===== config.mk =====
export PLATFORM = sky130hd
export DESIGN_NAME = svi_slave
export DESIGN_NICKNAME = d
export VERILOG_FILES = /design/src/design/svi_pkg.sv /design/src/design/svi_slave.sv
export SDC_FILE = /design/constraint.sdc
export NUM_CORES = 1
export LEC_CHECK = 0
export BUFFER_PORTS_ARGS = -buffer_cell sky130_fd_sc_hd__buf_4
export CORE_ASPECT_RATIO = 1.5
export CORE_MARGIN = 4
export CORE_UTILIZATION = 62
export CTS_BUF_LIST = sky130_fd_sc_hd__clkbuf_2
export CTS_CLUSTER_DIAMETER = 30
export DETAILED_ROUTE_END_ITERATION = 8
export GPL_TIMING_DRIVEN = 0
export PLACE_DENSITY = 0.85
export REMOVE_ABC_BUFFERS = 1
export SETUP_SLACK_MARGIN = 0.15
export SLEW_MARGIN = 0
export SYNTH_ARGS = -nofsm -noshare
export SYNTH_HDL_FRONTEND = slang
export SYNTH_SLANG_ARGS = --single-unit

===== constraint.sdc =====
create_clock -name ref_clk -period 2.9 [get_ports ref_clk]
set_input_delay 0.58 -clock ref_clk [delete_from_list [all_inputs] [get_ports ref_clk]]
set_output_delay 0.58 -clock ref_clk [all_outputs]
set_load 0.02 [all_outputs]

===== src/design/svi_pkg.sv =====
// Shared constants and types of the supervisor two-wire slave
`default_nettype none
package svi_pkg;
   // ==========================================
   // Address byte layout
   localparam logic [3:0] DEV_ID = 4'ha; // Fixed upper nibble
   localparam logic FIX_LVL = 1'b0; // Level of the fixed bit below the nibble
   localparam int ID_MSB = 7; // Top of the fixed nibble
   localparam int ID_LSB = 4; // Bottom of the fixed nibble
   localparam int FIX_BIT = 3; // Fixed zero bit
   localparam int SEL_BIT = 2; // pin_matched_addr_bit position
   localparam int DIR_BIT = 0; // direction_bit position, 1 = read
   // ==========================================
   // Command codes
   localparam logic [7:0] CMD_BLK_WR = 8'hc0; // Block write entry
   localparam logic [7:0] CMD_BLK_RD = 8'hc1; // Block read entry
   localparam logic [7:0] CMD_REBOOT = 8'hc4; // Reload from nonvolatile store
   localparam logic [7:0] EEP_LSB_LO = 8'h80; // First EEPROM low-byte preset code
   localparam logic [7:0] EEP_LSB_HI = 8'h82; // Last EEPROM low-byte preset code
   // ==========================================
   // Pointer map
   localparam logic [7:0] REG_TOP = 8'h2f; // Last register, read-only
   localparam logic [7:0] USR_BOT = 8'h40; // First user EEPROM byte
   localparam logic [7:0] EEP_TOP = 8'h9f; // Last configuration EEPROM byte
   localparam logic [7:0] PTR_RST = 8'h00; // Pointer after reset
   localparam logic [7:0] PTR_STEP = 8'h01; // Pointer advance
   localparam logic [7:0] IDLE_BYTE = 8'hff; // Sent beyond the block length
   // ==========================================
   // Bit and block counts
   localparam logic [3:0] BIT_ACK = 4'h8; // Bits before the ninth clock
   localparam logic [3:0] BIT_ZERO = 4'h0; // Start of a byte
   localparam logic [3:0] BIT_STEP = 4'h1; // Bit counter step
   localparam logic [4:0] BLK_LEN = 5'h10; // Block length, also the count byte
   localparam logic [4:0] CNT_STEP = 5'h01; // Block counter step
   localparam logic [4:0] CNT_ZERO = 5'h00; // Block counter empty
   // ==========================================
   // Protocol states
   typedef enum logic [8:0] {
      ST_IDLE = 9'h001, // Bus free
      ST_ADDR = 9'h002, // Receiving address byte
      ST_CMD  = 9'h004, // Receiving command byte
      ST_WDAT = 9'h008, // Legal pointer held, data or end may follow
      ST_BCNT = 9'h010, // Block write byte count
      ST_BWR  = 9'h020, // Block write data
      ST_TX   = 9'h040, // Sending to master
      ST_HOLD = 9'h080, // Block read or reboot code held
      ST_SKIP = 9'h100  // Refused, single write done or master nack, wait for start or stop
   } svi_state_e;
   // Write port toward the register bank
   typedef struct packed {
      logic [7:0] addr; // Target location
      logic [7:0] data; // Byte to store
   } svi_wr_s;
endpackage
`default_nettype wire


===== src/design/svi_slave.sv =====
// Two-wire slave protocol engine of the supervisor
// Operation
// - Acknowledge received bytes on ninth clock
// - Release line on ninth clock when sending
// - Refuse command while busy or illegal
// - Match fixed nibble; low bit is direction
// - Compare select bit to pin; ignore next
// - Lone byte then stop loads pointer
// - Acknowledge block write code, expect more
// - Stop after block write code: pointer kept
// - Block read code enters block read mode
// - Reboot code alone reloads configuration
// - Single write stores only valid codes
// - Refuse invalid or busy write code
// - Codes 80h-82h preset EEPROM low byte
// - Block write one to sixteen bytes
// - Block pointer saturates at last location
// - User block runs on, holds at top
// - Read byte after command and restart
// - Bare read returns pointer location
// - Block read sends count sixteen, data
// - Only legal pointer ranges accepted
// - Pointer advances after reads, saturating
`default_nettype none
module svi_slave (
   input wire logic ref_clk, // System clock, 250 MHz
   input wire logic rst, // Synchronous reset, high
   input wire logic clkEn, // Freezes all state while low
   input wire logic sclIn, // Serial clock pin
   input wire logic sdaIn, // Serial data pin level
   output logic sdaOut, // Serial data drive level
   output logic sdaOe, // Serial data drive enable
   input wire logic addrSelectPin, // Hardwired address select
   input wire logic busy, // EEPROM write or reboot ongoing
   input wire logic [7:0] rdData, // Byte at rdAddr
   output logic [7:0] rdAddr, // Internal address pointer
   output svi_pkg::svi_wr_s wrPort, // Write address and data
   output logic wrStb, // Store wrPort, one cycle
   output logic eepLsbLoad, // EEPROM low byte preset, one cycle
   output logic rebootReq // Reload configuration, one cycle
);
   // ==========================================
   // Pointer helpers
   // Legal pointer: registers or either EEPROM area
   function automatic logic ptrLegal(input logic [7:0] p);
      ptrLegal = (p <= svi_pkg::REG_TOP) || (p >= svi_pkg::USR_BOT && p <= svi_pkg::EEP_TOP);
   endfunction
   // Advance with saturation; user top runs into config area
   function automatic logic [7:0] ptrNext(input logic [7:0] p);
      if (p == svi_pkg::REG_TOP || p == svi_pkg::EEP_TOP) begin
         ptrNext = p;
      end else begin
         ptrNext = p + svi_pkg::PTR_STEP;
      end
   endfunction

   // ==========================================
   // Pin synchronisers
   logic sclS1_q, sclS2_q, sclP_q; // Clock chain and history
   logic sdaS1_q, sdaS2_q, sdaP_q; // Data chain and history
   logic selS1_q, selS2_q; // Select pin chain
   // Two flops per pin; history flop only for edges
   always_ff @(posedge ref_clk) begin
      if (rst) begin
         sclS1_q <= 1'b1;
         sclS2_q <= 1'b1;
         sclP_q <= 1'b1;
         sdaS1_q <= 1'b1;
         sdaS2_q <= 1'b1;
         sdaP_q <= 1'b1;
         selS1_q <= 1'b0;
         selS2_q <= 1'b0;
      end else if (clkEn) begin
         sclS1_q <= sclIn;
         sclS2_q <= sclS1_q;
         sclP_q <= sclS2_q;
         sdaS1_q <= sdaIn;
         sdaS2_q <= sdaS1_q;
         sdaP_q <= sdaS2_q;
         selS1_q <= addrSelectPin;
         selS2_q <= selS1_q;
      end
   end

   // Bus events, all from synchronised levels
   logic sclRise, sclFall, startDet, stopDet;
   assign sclRise = sclS2_q && !sclP_q;
   assign sclFall = !sclS2_q && sclP_q;
   // Data moves while clock high mark frame edges
   assign startDet = sclS2_q && sclP_q && sdaP_q && !sdaS2_q;
   assign stopDet = sclS2_q && sclP_q && !sdaP_q && sdaS2_q;

   // ==========================================
   // Protocol state
   svi_pkg::svi_state_e state_q, state_d; // Protocol phase
   logic [3:0] bitCnt_q, bitCnt_d; // Bits seen in this byte
   logic [7:0] sh_q, sh_d; // Receive shifter
   logic [7:0] tx_q, tx_d; // Transmit shifter
   logic [7:0] cmd_q, cmd_d; // Held command code
   logic [7:0] ptr_q, ptr_d; // Address pointer
   logic [4:0] cnt_q, cnt_d; // Block bytes left
   logic oe_q, oe_d; // Data line drive
   logic ackOurs_q, ackOurs_d; // We drive the ninth bit
   logic mAck_q, mAck_d; // Master acknowledged last byte
   logic blkRd_q, blkRd_d; // Block read mode
   logic cntByte_q, cntByte_d; // Count byte still to send
   svi_pkg::svi_wr_s wr_q, wr_d; // Write port
   logic wrStb_q, wrStb_d; // Write strobe
   logic eep_q, eep_d; // EEPROM low byte strobe
   logic boot_q, boot_d; // Reboot strobe
   logic addrHit; // Address byte selects us
   logic [7:0] txLoad; // Next byte to send

   assign addrHit = (sh_q[svi_pkg::ID_MSB:svi_pkg::ID_LSB] == svi_pkg::DEV_ID) &&
                    (sh_q[svi_pkg::FIX_BIT] == svi_pkg::FIX_LVL) &&
                    (sh_q[svi_pkg::SEL_BIT] == selS2_q);

   // Count byte first, then data, then filler past the block
   always_comb begin
      if (cntByte_q) begin
         txLoad = {3'h0, svi_pkg::BLK_LEN};
      end else if (blkRd_q && cnt_q == svi_pkg::CNT_ZERO) begin
         txLoad = svi_pkg::IDLE_BYTE;
      end else begin
         txLoad = rdData;
      end
   end

   // Next-state logic for the whole protocol
   always_comb begin
      state_d = state_q;
      bitCnt_d = bitCnt_q;
      sh_d = sh_q;
      tx_d = tx_q;
      cmd_d = cmd_q;
      ptr_d = ptr_q;
      cnt_d = cnt_q;
      oe_d = oe_q;
      ackOurs_d = ackOurs_q;
      mAck_d = mAck_q;
      blkRd_d = blkRd_q;
      cntByte_d = cntByte_q;
      wr_d = wr_q;
      wrStb_d = 1'b0;
      eep_d = 1'b0;
      boot_d = 1'b0;
      if (startDet) begin
         // Restart drops any partial byte
         state_d = svi_pkg::ST_ADDR;
         bitCnt_d = svi_pkg::BIT_ZERO;
         oe_d = 1'b0;
         ackOurs_d = 1'b0;
         if (state_q == svi_pkg::ST_WDAT) begin
            ptr_d = cmd_q;
         end
      end else if (stopDet) begin
         // Stop ends the frame and block read mode
         state_d = svi_pkg::ST_IDLE;
         bitCnt_d = svi_pkg::BIT_ZERO;
         oe_d = 1'b0;
         ackOurs_d = 1'b0;
         blkRd_d = 1'b0;
         if (state_q == svi_pkg::ST_WDAT) begin
            ptr_d = cmd_q;
         end
         if (state_q == svi_pkg::ST_HOLD && cmd_q == svi_pkg::CMD_REBOOT) begin
            boot_d = 1'b1;
         end
      end else if (state_q != svi_pkg::ST_IDLE && sclRise) begin
         if (bitCnt_q == svi_pkg::BIT_ACK) begin
            // Ninth clock high: sample master answer
            bitCnt_d = svi_pkg::BIT_ZERO;
            if (!ackOurs_q && state_q == svi_pkg::ST_TX) begin
               mAck_d = !sdaS2_q;
               if (cntByte_q) begin
                  cntByte_d = 1'b0;
               end else begin
                  ptr_d = ptrNext(ptr_q);
                  if (blkRd_q && cnt_q != svi_pkg::CNT_ZERO) begin
                     cnt_d = cnt_q - svi_pkg::CNT_STEP;
                  end
               end
            end
         end else begin
            sh_d = {sh_q[6:0], sdaS2_q};
            bitCnt_d = bitCnt_q + svi_pkg::BIT_STEP;
         end
      end else if (state_q != svi_pkg::ST_IDLE && sclFall) begin
         if (bitCnt_q == svi_pkg::BIT_ACK) begin
            // Byte complete: decide and drive the ninth bit
            oe_d = 1'b0;
            ackOurs_d = 1'b1;
            unique case (state_q)
               svi_pkg::ST_ADDR: begin
                  if (addrHit) begin
                     oe_d = 1'b1;
                     if (sh_q[svi_pkg::DIR_BIT]) begin
                        state_d = svi_pkg::ST_TX;
                        cntByte_d = blkRd_q;
                        cnt_d = svi_pkg::BLK_LEN;
                     end else begin
                        state_d = svi_pkg::ST_CMD;
                     end
                  end else begin
                     state_d = svi_pkg::ST_SKIP;
                  end
               end
               svi_pkg::ST_CMD: begin
                  // Busy or illegal code is refused, pointer untouched
                  state_d = svi_pkg::ST_SKIP;
                  if (!busy) begin
                     if (sh_q == svi_pkg::CMD_BLK_WR) begin
                        oe_d = 1'b1;
                        state_d = svi_pkg::ST_BCNT;
                     end else if (sh_q == svi_pkg::CMD_BLK_RD || sh_q == svi_pkg::CMD_REBOOT) begin
                        oe_d = 1'b1;
                        cmd_d = sh_q;
                        blkRd_d = (sh_q == svi_pkg::CMD_BLK_RD);
                        state_d = svi_pkg::ST_HOLD;
                     end else if (ptrLegal(sh_q)) begin
                        oe_d = 1'b1;
                        cmd_d = sh_q;
                        state_d = svi_pkg::ST_WDAT;
                     end
                  end
               end
               svi_pkg::ST_WDAT: begin
                  // Single byte write; location becomes the pointer
                  oe_d = 1'b1;
                  ptr_d = cmd_q;
                  wr_d = '{addr: cmd_q, data: sh_q};
                  state_d = svi_pkg::ST_SKIP;
                  if (cmd_q >= svi_pkg::EEP_LSB_LO && cmd_q <= svi_pkg::EEP_LSB_HI) begin
                     eep_d = 1'b1;
                  end else if (cmd_q != svi_pkg::REG_TOP) begin
                     wrStb_d = 1'b1;
                  end
               end
               svi_pkg::ST_BCNT: begin
                  // Count outside one to sixteen is refused
                  if (sh_q != 8'h00 && sh_q <= {3'h0, svi_pkg::BLK_LEN}) begin
                     oe_d = 1'b1;
                     cnt_d = sh_q[4:0];
                     state_d = svi_pkg::ST_BWR;
                  end else begin
                     state_d = svi_pkg::ST_SKIP;
                  end
               end
               svi_pkg::ST_BWR: begin
                  // Bytes beyond the count are refused
                  if (cnt_q != svi_pkg::CNT_ZERO) begin
                     oe_d = 1'b1;
                     cnt_d = cnt_q - svi_pkg::CNT_STEP;
                     wr_d = '{addr: ptr_q, data: sh_q};
                     wrStb_d = (ptr_q != svi_pkg::REG_TOP);
                     ptr_d = ptrNext(ptr_q);
                  end else begin
                     state_d = svi_pkg::ST_SKIP;
                  end
               end
               svi_pkg::ST_TX: begin
                  ackOurs_d = 1'b0;
               end
               svi_pkg::ST_IDLE, svi_pkg::ST_HOLD, svi_pkg::ST_SKIP: begin
                  state_d = svi_pkg::ST_SKIP;
               end
            endcase
         end else if (bitCnt_q == svi_pkg::BIT_ZERO) begin
            // Ninth clock over: release, then maybe send
            if (ackOurs_q) begin
               oe_d = 1'b0;
               ackOurs_d = 1'b0;
               if (state_q == svi_pkg::ST_TX) begin
                  tx_d = txLoad;
                  oe_d = !txLoad[7];
               end
            end else if (state_q == svi_pkg::ST_TX) begin
               if (mAck_q) begin
                  tx_d = txLoad;
                  oe_d = !txLoad[7];
               end else begin
                  oe_d = 1'b0;
                  state_d = svi_pkg::ST_SKIP;
               end
            end
         end else if (state_q == svi_pkg::ST_TX) begin
            // Open drain: drive only the zeros, msb first
            tx_d = {tx_q[6:0], 1'b0};
            oe_d = !tx_q[6];
         end
      end
   end

   // Protocol registers
   always_ff @(posedge ref_clk) begin
      if (rst) begin
         state_q <= svi_pkg::ST_IDLE;
         bitCnt_q <= svi_pkg::BIT_ZERO;
         sh_q <= 8'h00;
         tx_q <= 8'h00;
         cmd_q <= 8'h00;
         ptr_q <= svi_pkg::PTR_RST;
         cnt_q <= svi_pkg::CNT_ZERO;
         oe_q <= 1'b0;
         ackOurs_q <= 1'b0;
         mAck_q <= 1'b0;
         blkRd_q <= 1'b0;
         cntByte_q <= 1'b0;
         wr_q <= '0;
         wrStb_q <= 1'b0;
         eep_q <= 1'b0;
         boot_q <= 1'b0;
         sdaOut <= 1'b0;
      end else if (clkEn) begin
         state_q <= state_d;
         bitCnt_q <= bitCnt_d;
         sh_q <= sh_d;
         tx_q <= tx_d;
         cmd_q <= cmd_d;
         ptr_q <= ptr_d;
         cnt_q <= cnt_d;
         oe_q <= oe_d;
         ackOurs_q <= ackOurs_d;
         mAck_q <= mAck_d;
         blkRd_q <= blkRd_d;
         cntByte_q <= cntByte_d;
         wr_q <= wr_d;
         wrStb_q <= wrStb_d;
         eep_q <= eep_d;
         boot_q <= boot_d;
         sdaOut <= 1'b0;
      end
   end

   assign sdaOe = oe_q;
   assign rdAddr = ptr_q;
   assign wrPort = wr_q;
   assign wrStb = wrStb_q;
   assign eepLsbLoad = eep_q;
   assign rebootReq = boot_q;
endmodule // svi_slave
`default_nettype wire


==> results of run 1 <==
==> layer usage <==
metal | vias up | global-route usage | share of wire
met5 | - | 0 | 0
met4 | 0 | 0.158 | 0.044
met3 | 48 | 0.0450 | 0.053
met2 | 157 | 0.497 | 0.51
met1 | 2119 | 0.314 | 0.39
li1 | 2133 | - | -
==> kinds of logic (layout without fill, tap and decap cells) <==
| family | count (synthesis) | in the layout | synth area share |
|---|---|---|---|
| and+or+nand+nor | 239 | 240 | 0.276 |
| AOI/OAI and AO/OA | 131 | 132 | 0.204 |
| DFF | 81 | 81 | 0.349 |
| buffers and inverters | 54 | 86 | 0.0512 |
| muxes | 43 | 43 | 0.0930 |
| xor gates and xnor gates | 8 | 8 | 0.0151 |
| adders and majority gates | 4 | 4 | 0.0108 |
| other | 1 | 1 | 0.000808 |
==> report_power, final <==
part           internal [mW]  switching (mW)
registers               1.13          0.0150
clock network          0.142           0.476
logic                 0.0533          0.0892
==> layout make-up <==
cell class                      instances  area, µm²  area share
Clock buffer                            9       45.0     0.00863
Clock inverter                          7       67.6      0.0129
Inverter                               12       45.0     0.00863
Multi-Input combinational cell        428       2870       0.550
Sequential cell                        81       1620       0.311
Tap cell                              100        125      0.0240
Timing Repair Buffer                   58        443      0.0849
==> sequential cells by signal (all words and copies together), names as in the netlist, 4 cells and up <==
name	count
bitCnt_q	4
cnt_q	5
sh_q	8
tx_q	7
cmd_q	8
rdAddr	8
wrPort	16
state_q	9
==> metrics by stage <==
stage | utilization | hold WS, ns
CTS | 0.698 | 0.144
detailed placement | 0.675 | 0.466
floorplan | - | 0.441
global route | 0.717 | 0.171
global placement | 0.672 | 0.451
finish | 0.717 | 0.150
==> cell usage in the layout, fill, tap and decap left out, types with 5 or more instances in the layout <==
| cell | count |
|---|---|
| inv_1 | 11 |
| nor3_1 | 20 |
| nand2b_1 | 7 |
| nor3b_1 | 5 |
| o21ai_0 | 12 |
| o31ai_1 | 6 |
| o311a_1 | 5 |
| nand3b_1 | 8 |
| buf_4 | 57 |
| mux2i_1 | 42 |
| clkbuf_2 | 9 |
| a211oi_1 | 16 |
| nand2_1 | 49 |
| nand3_1 | 21 |
| nor2_1 | 72 |
| o22ai_1 | 6 |
| dfxtp_1 | 80 |
| nor4_1 | 5 |
| a21oi_1 | 34 |
==> critical path: cells and delay by family (launching register included) <==
family / cells / cell delay (ns)
compound gates: 3 / 0.48
flops: 1 / 0.52
mux: 1 / 0.29
simple gates: 2 / 1.32
==> timing repair <==
item                       4_1_cts  5_1_grt
setup buffers                    3       12
gates cloned                     0        2
pin swaps                        2        5
gates resized for setup          9        7
setup endpoints to repair       42       33
hold buffers                     0        0
==> cell usage after synthesis, drive strengths merged, types with 5 or more instances <==
master,number
a21oi,34
nand2b,7
nor4b,6
a31oi,5
o21ai,14
a211oi,16
nor2,76
mux2i,42
nor3,22
clkbuf,24
inv,11
nand3,21
nor3b,6
dfxtp,81
nor2b,5
nand3b,8
buf,18
o31ai,7
o311a,5
nor4,7
nand2,49
o22ai,6
==> path summary, 6_finish.rpt <==
check,start,end,depth (start not counted)
setup / recovery,state_q[7],rdAddr[4],6
hold / removal,sclIn,sclS1_q,3
setup reg to reg,state_q[7],rdAddr[4],6
hold reg to reg,eepLsbLoad,eepLsbLoad,2
==> impl_metrics.toml, run 1 <==
[worst_setup_path]
critPathMaxFanout = 9
crit_path_start_kind = "flip-flop"
slowest_delay_ns = 0.70
path_class = "reg -> reg"
r2r_setup_slack_ns = 0.23
slowest_stage = "or4_1"
crit_required_ns = 3.46
arrival_ns = 3.23
cp-end-kind = "flip-flop"
crit_chain = "or4_4, or4_1, mux2_1, o22ai_1, a211o_1, a21oi_1"

[floorplanning]
die_h_um = 114
initial_core_util = 0.638
die_x_um = 78.7
die-area_um2 = 8960
rows = 38
io-pin-count = 44
core_um2 = 7270

[route]
postRouteAntennaNets = 0
routedWlPerCell_um = 17.7
vias = 4457
viasPerCell = 6.41
drt_iter0_drc = 328
first_pass_iters = 8
route.detailed.drc = 0
routed_wl_um = 12300

[clocking]
cts_buffer_depth = 2
cts_root_buf = "clkbuf_2"
htreeDepth = 3
cts_tree = "built"
clock-sinks = 81
insertion_delay_ns = 0.63
clk_pin_slew_ns = 0.26
numCtsBuffers = 9

[timing]
fmax_mhz = 374
period_share = 0.921
slew_headroom = 0.431
final.min_clock_period_ns = 2.67
final-hold-violation-count = 0
setup_ws_ns = 0.230
drv_slew = 0
tightest_slew_ns = 0.851
finalClockSkew_ns = 0.0315
setup_viol = 0
rsz0062_at_grt = "true"
fin_setup_tns_ns = 0

[placed_design]
placed_cells = 662
io_buffers = 42
dpl_cell_area_um2 = 4910
place_congestion = 0.937
dp_hpwl_um = 8520
post-place-ws_ns = -0.767

[cells_and_area]
layout-drive-gt1-share = 0.180
fillers = 586
nets = 609
antenna_cells = 0
fin_area_um2 = 5220
area_delta_synth_final_pct = 12.4
fin_cells = 695

[synthesis]
syn_area_um2 = 4640
yosysTopAreaCellShare = 0.349
synth_area_leader_cell = "dfxtp_1"
ys.flop_type = "dfxtp_1"
netlist_top_cells_area = "dfxtp_1, mux2i_1, nor2_1"
synth_edf_count = 0
ys_seq_area_frac = 0.349
avgSynthCellArea_um2 = 8.27
ys_async_sr_fraction = 0
synthCells = 561
yosys_warnings = 0
ys_seq_elements = 81
ys_types = 78

[power]
power_mw = 1.90
powerDensity_nw_per_um2 = 365
p_leak_nw = 1.84
peakVddDrop_v = 0.000313

[global_routing]
antenna_found_initial = 0
first_global_vias = 4211
grt_start_max_net_pins = 76
grt_overflow_total = 0
grt_usage = 0.280
grt_pass1_wl_um = 20100

[hold_path]
min_path_type = "in -> reg"

[job]
maxCapViolCount = 0

[status]
status = "complete, no violations"
(Power assumes the default switching activity.)
==> run 2, diff against run 1 <==
==> constraint.sdc (replaced) <==
create_clock -name ref_clk -period 2.73 [get_ports ref_clk]
set_input_delay 0.546 -clock ref_clk [delete_from_list [all_inputs] [get_ports ref_clk]]
set_output_delay 0.546 -clock ref_clk [all_outputs]
set_load 0.02 [all_outputs]
==> impl_metrics.toml, run 2 (synthesized netlist as in run 1, its figures left out) <==
[route]
routed_wl_um = 12100
viasPerCell = 6.35
first_pass_iters = 5
routedWlPerCell_um = 17.5
drt_iter0_drc = 380
postRouteAntennaNets = 0
vias = 4409
route.detailed.drc = 0

[cells_and_area]
multiInputGateArea_um2 = 2900
layout-drive-gt1-share = 0.189
mostFrequentLayoutCells = "dfxtp_1, nor2_1, buf_4, nand2_1, mux2i_1"
fin_area_um2 = 5260
final_common_cell = "dfxtp_1"
area_delta_synth_final_pct = 13.2
fillers = 579
antenna_cells = 0
nets = 608
fin_cells = 694
seqCellArea_um2 = 1620
largest_reg_flops = 16
utilization = 0.723

[timing]
period_share = 0.960
final.min_clock_period_ns = 2.62
rsz0062_at_grt = "true"
setup_viol = 0
finalClockSkew_ns = 0.0294
fmax_mhz = 381
final-hold-violation-count = 0
drv_slew = 0
tightest_slew_ns = 0.798
slew_headroom = 0.468

[power]
peakVddDrop_v = 0.000317
p_leak_nw = 1.85
powerDensity_nw_per_um2 = 383

[clocking]
cts_tree = "built"
numCtsBuffers = 9
cts_root_buf = "clkbuf_2"
insertion_delay_ns = 0.61
cts_buffer_depth = 2
clk_pin_slew_ns = 0.26
clock-sinks = 81
htreeDepth = 3
cts-hold-fix-buffers = 0

[global_routing]
grt_overflow_total = 0
grt_usage = 0.281
grt_start_max_net_pins = 76
first_global_vias = 4247
antenna_found_initial = 0
grt_pass1_wl_um = 20100

[floorplanning]
core_um2 = 7270
initial_core_util = 0.638
io-pin-count = 44
die_h_um = 114
die_x_um = 78.7
rows = 38
die-area_um2 = 8960

[worst_setup_path]
crit_path_start_kind = "flip-flop"
cp-end-kind = "flip-flop"
critPathMaxFanout = 7
path_class = "reg -> reg"
crit_required_ns = 3.28
arrival_ns = 3.18

[placed_design]
place_congestion = 0.937
dp_hpwl_um = 8520
io_buffers = 42
dpl_cell_area_um2 = 4910
placed_cells = 662

[hold_path]
min_path_type = "in -> reg"

[status]
status = "complete, no violations"

[job]
maxCapViolCount = 0
[run 2: cell types whose count changed in the layout (fill, tap and decap cells not counted), sizes merged]
cell   change
a211o      -1
buf        +1
nor3       -1
[run 2: critical path: stages (launching register included)]
cell      delay, ns
dfxtp_2        0.38
inv_1          0.12
ha_4           0.18
or4b_4         0.52
a41oi_2        0.21
a311oi_1       0.11
a211o_2        0.43
or4_1          0.48
a21oi_1        0.15
[run 2: cell type report]
cell class                      instances  area share
Multi-Input combinational cell        426       0.552
Sequential cell                        81       0.309
Timing Repair Buffer                   59      0.0857
Tap cell                              100      0.0238
Clock inverter                          7      0.0129
Clock buffer                            9     0.00857
Inverter                               12     0.00857
[run 2: stage by stage]
step / hold WS, ns / worst slack [ns] / total power [mW] / setup TNS, ns
3_3_place_gp: 0.451 / -1.25 / 1.37 / -25.77
2_1_floorplan: 0.441 / -0.314 / 1.31 / -4.62
5_1_grt: 0.142 / 0.00825 / 2.10 / 0
6_report: 0.135 / 0.108 / 2.02 / 0
3_5_place_dp: 0.466 / -0.937 / 1.37 / -12.98
4_1_cts: 0.110 / 0.0866 / 2.02 / 0
[run 2: metal layers]
layer	GRT usage	wire length (µm)	vias to the layer above
li1	-	-	2126
met1	0.313	4780	2080
met2	0.501	6160	164
met3	0.0450	634	39
met4	0.156	535	0
met5	0	0	-
[run 2: power by group]
part | switching, mW | internal, mW | total [mW]
registers | 0.0162 | 1.20 | 1.21
clock network | 0.498 | 0.150 | 0.649
logic | 0.0960 | 0.0572 | 0.153
total | 0.611 | 1.40 | 2.02
[run 2: repair_timing]
| item | 4_1_cts | 5_1_grt |
|---|---|---|
| pin swaps | 5 | 2 |
| endpoints found under the setup margin | 48 | 61 |
| resized for setup | 12 | 13 |
| setup buffers | 10 | 6 |
[run 2: worst paths after layout]
| kind | from | to | slack [ns] | depth (start not counted) |
|---|---|---|---|---|
| worst max-delay path | cnt_q[0] | state_q[5] | 0.11 | 8 |
| worst min-delay path | sclIn | sclS1_q | 0.14 | 3 |
| worst max register to register | cnt_q[0] | state_q[5] | 0.11 | 8 |
| worst min register to register | eepLsbLoad | eepLsbLoad | 0.49 | 2 |
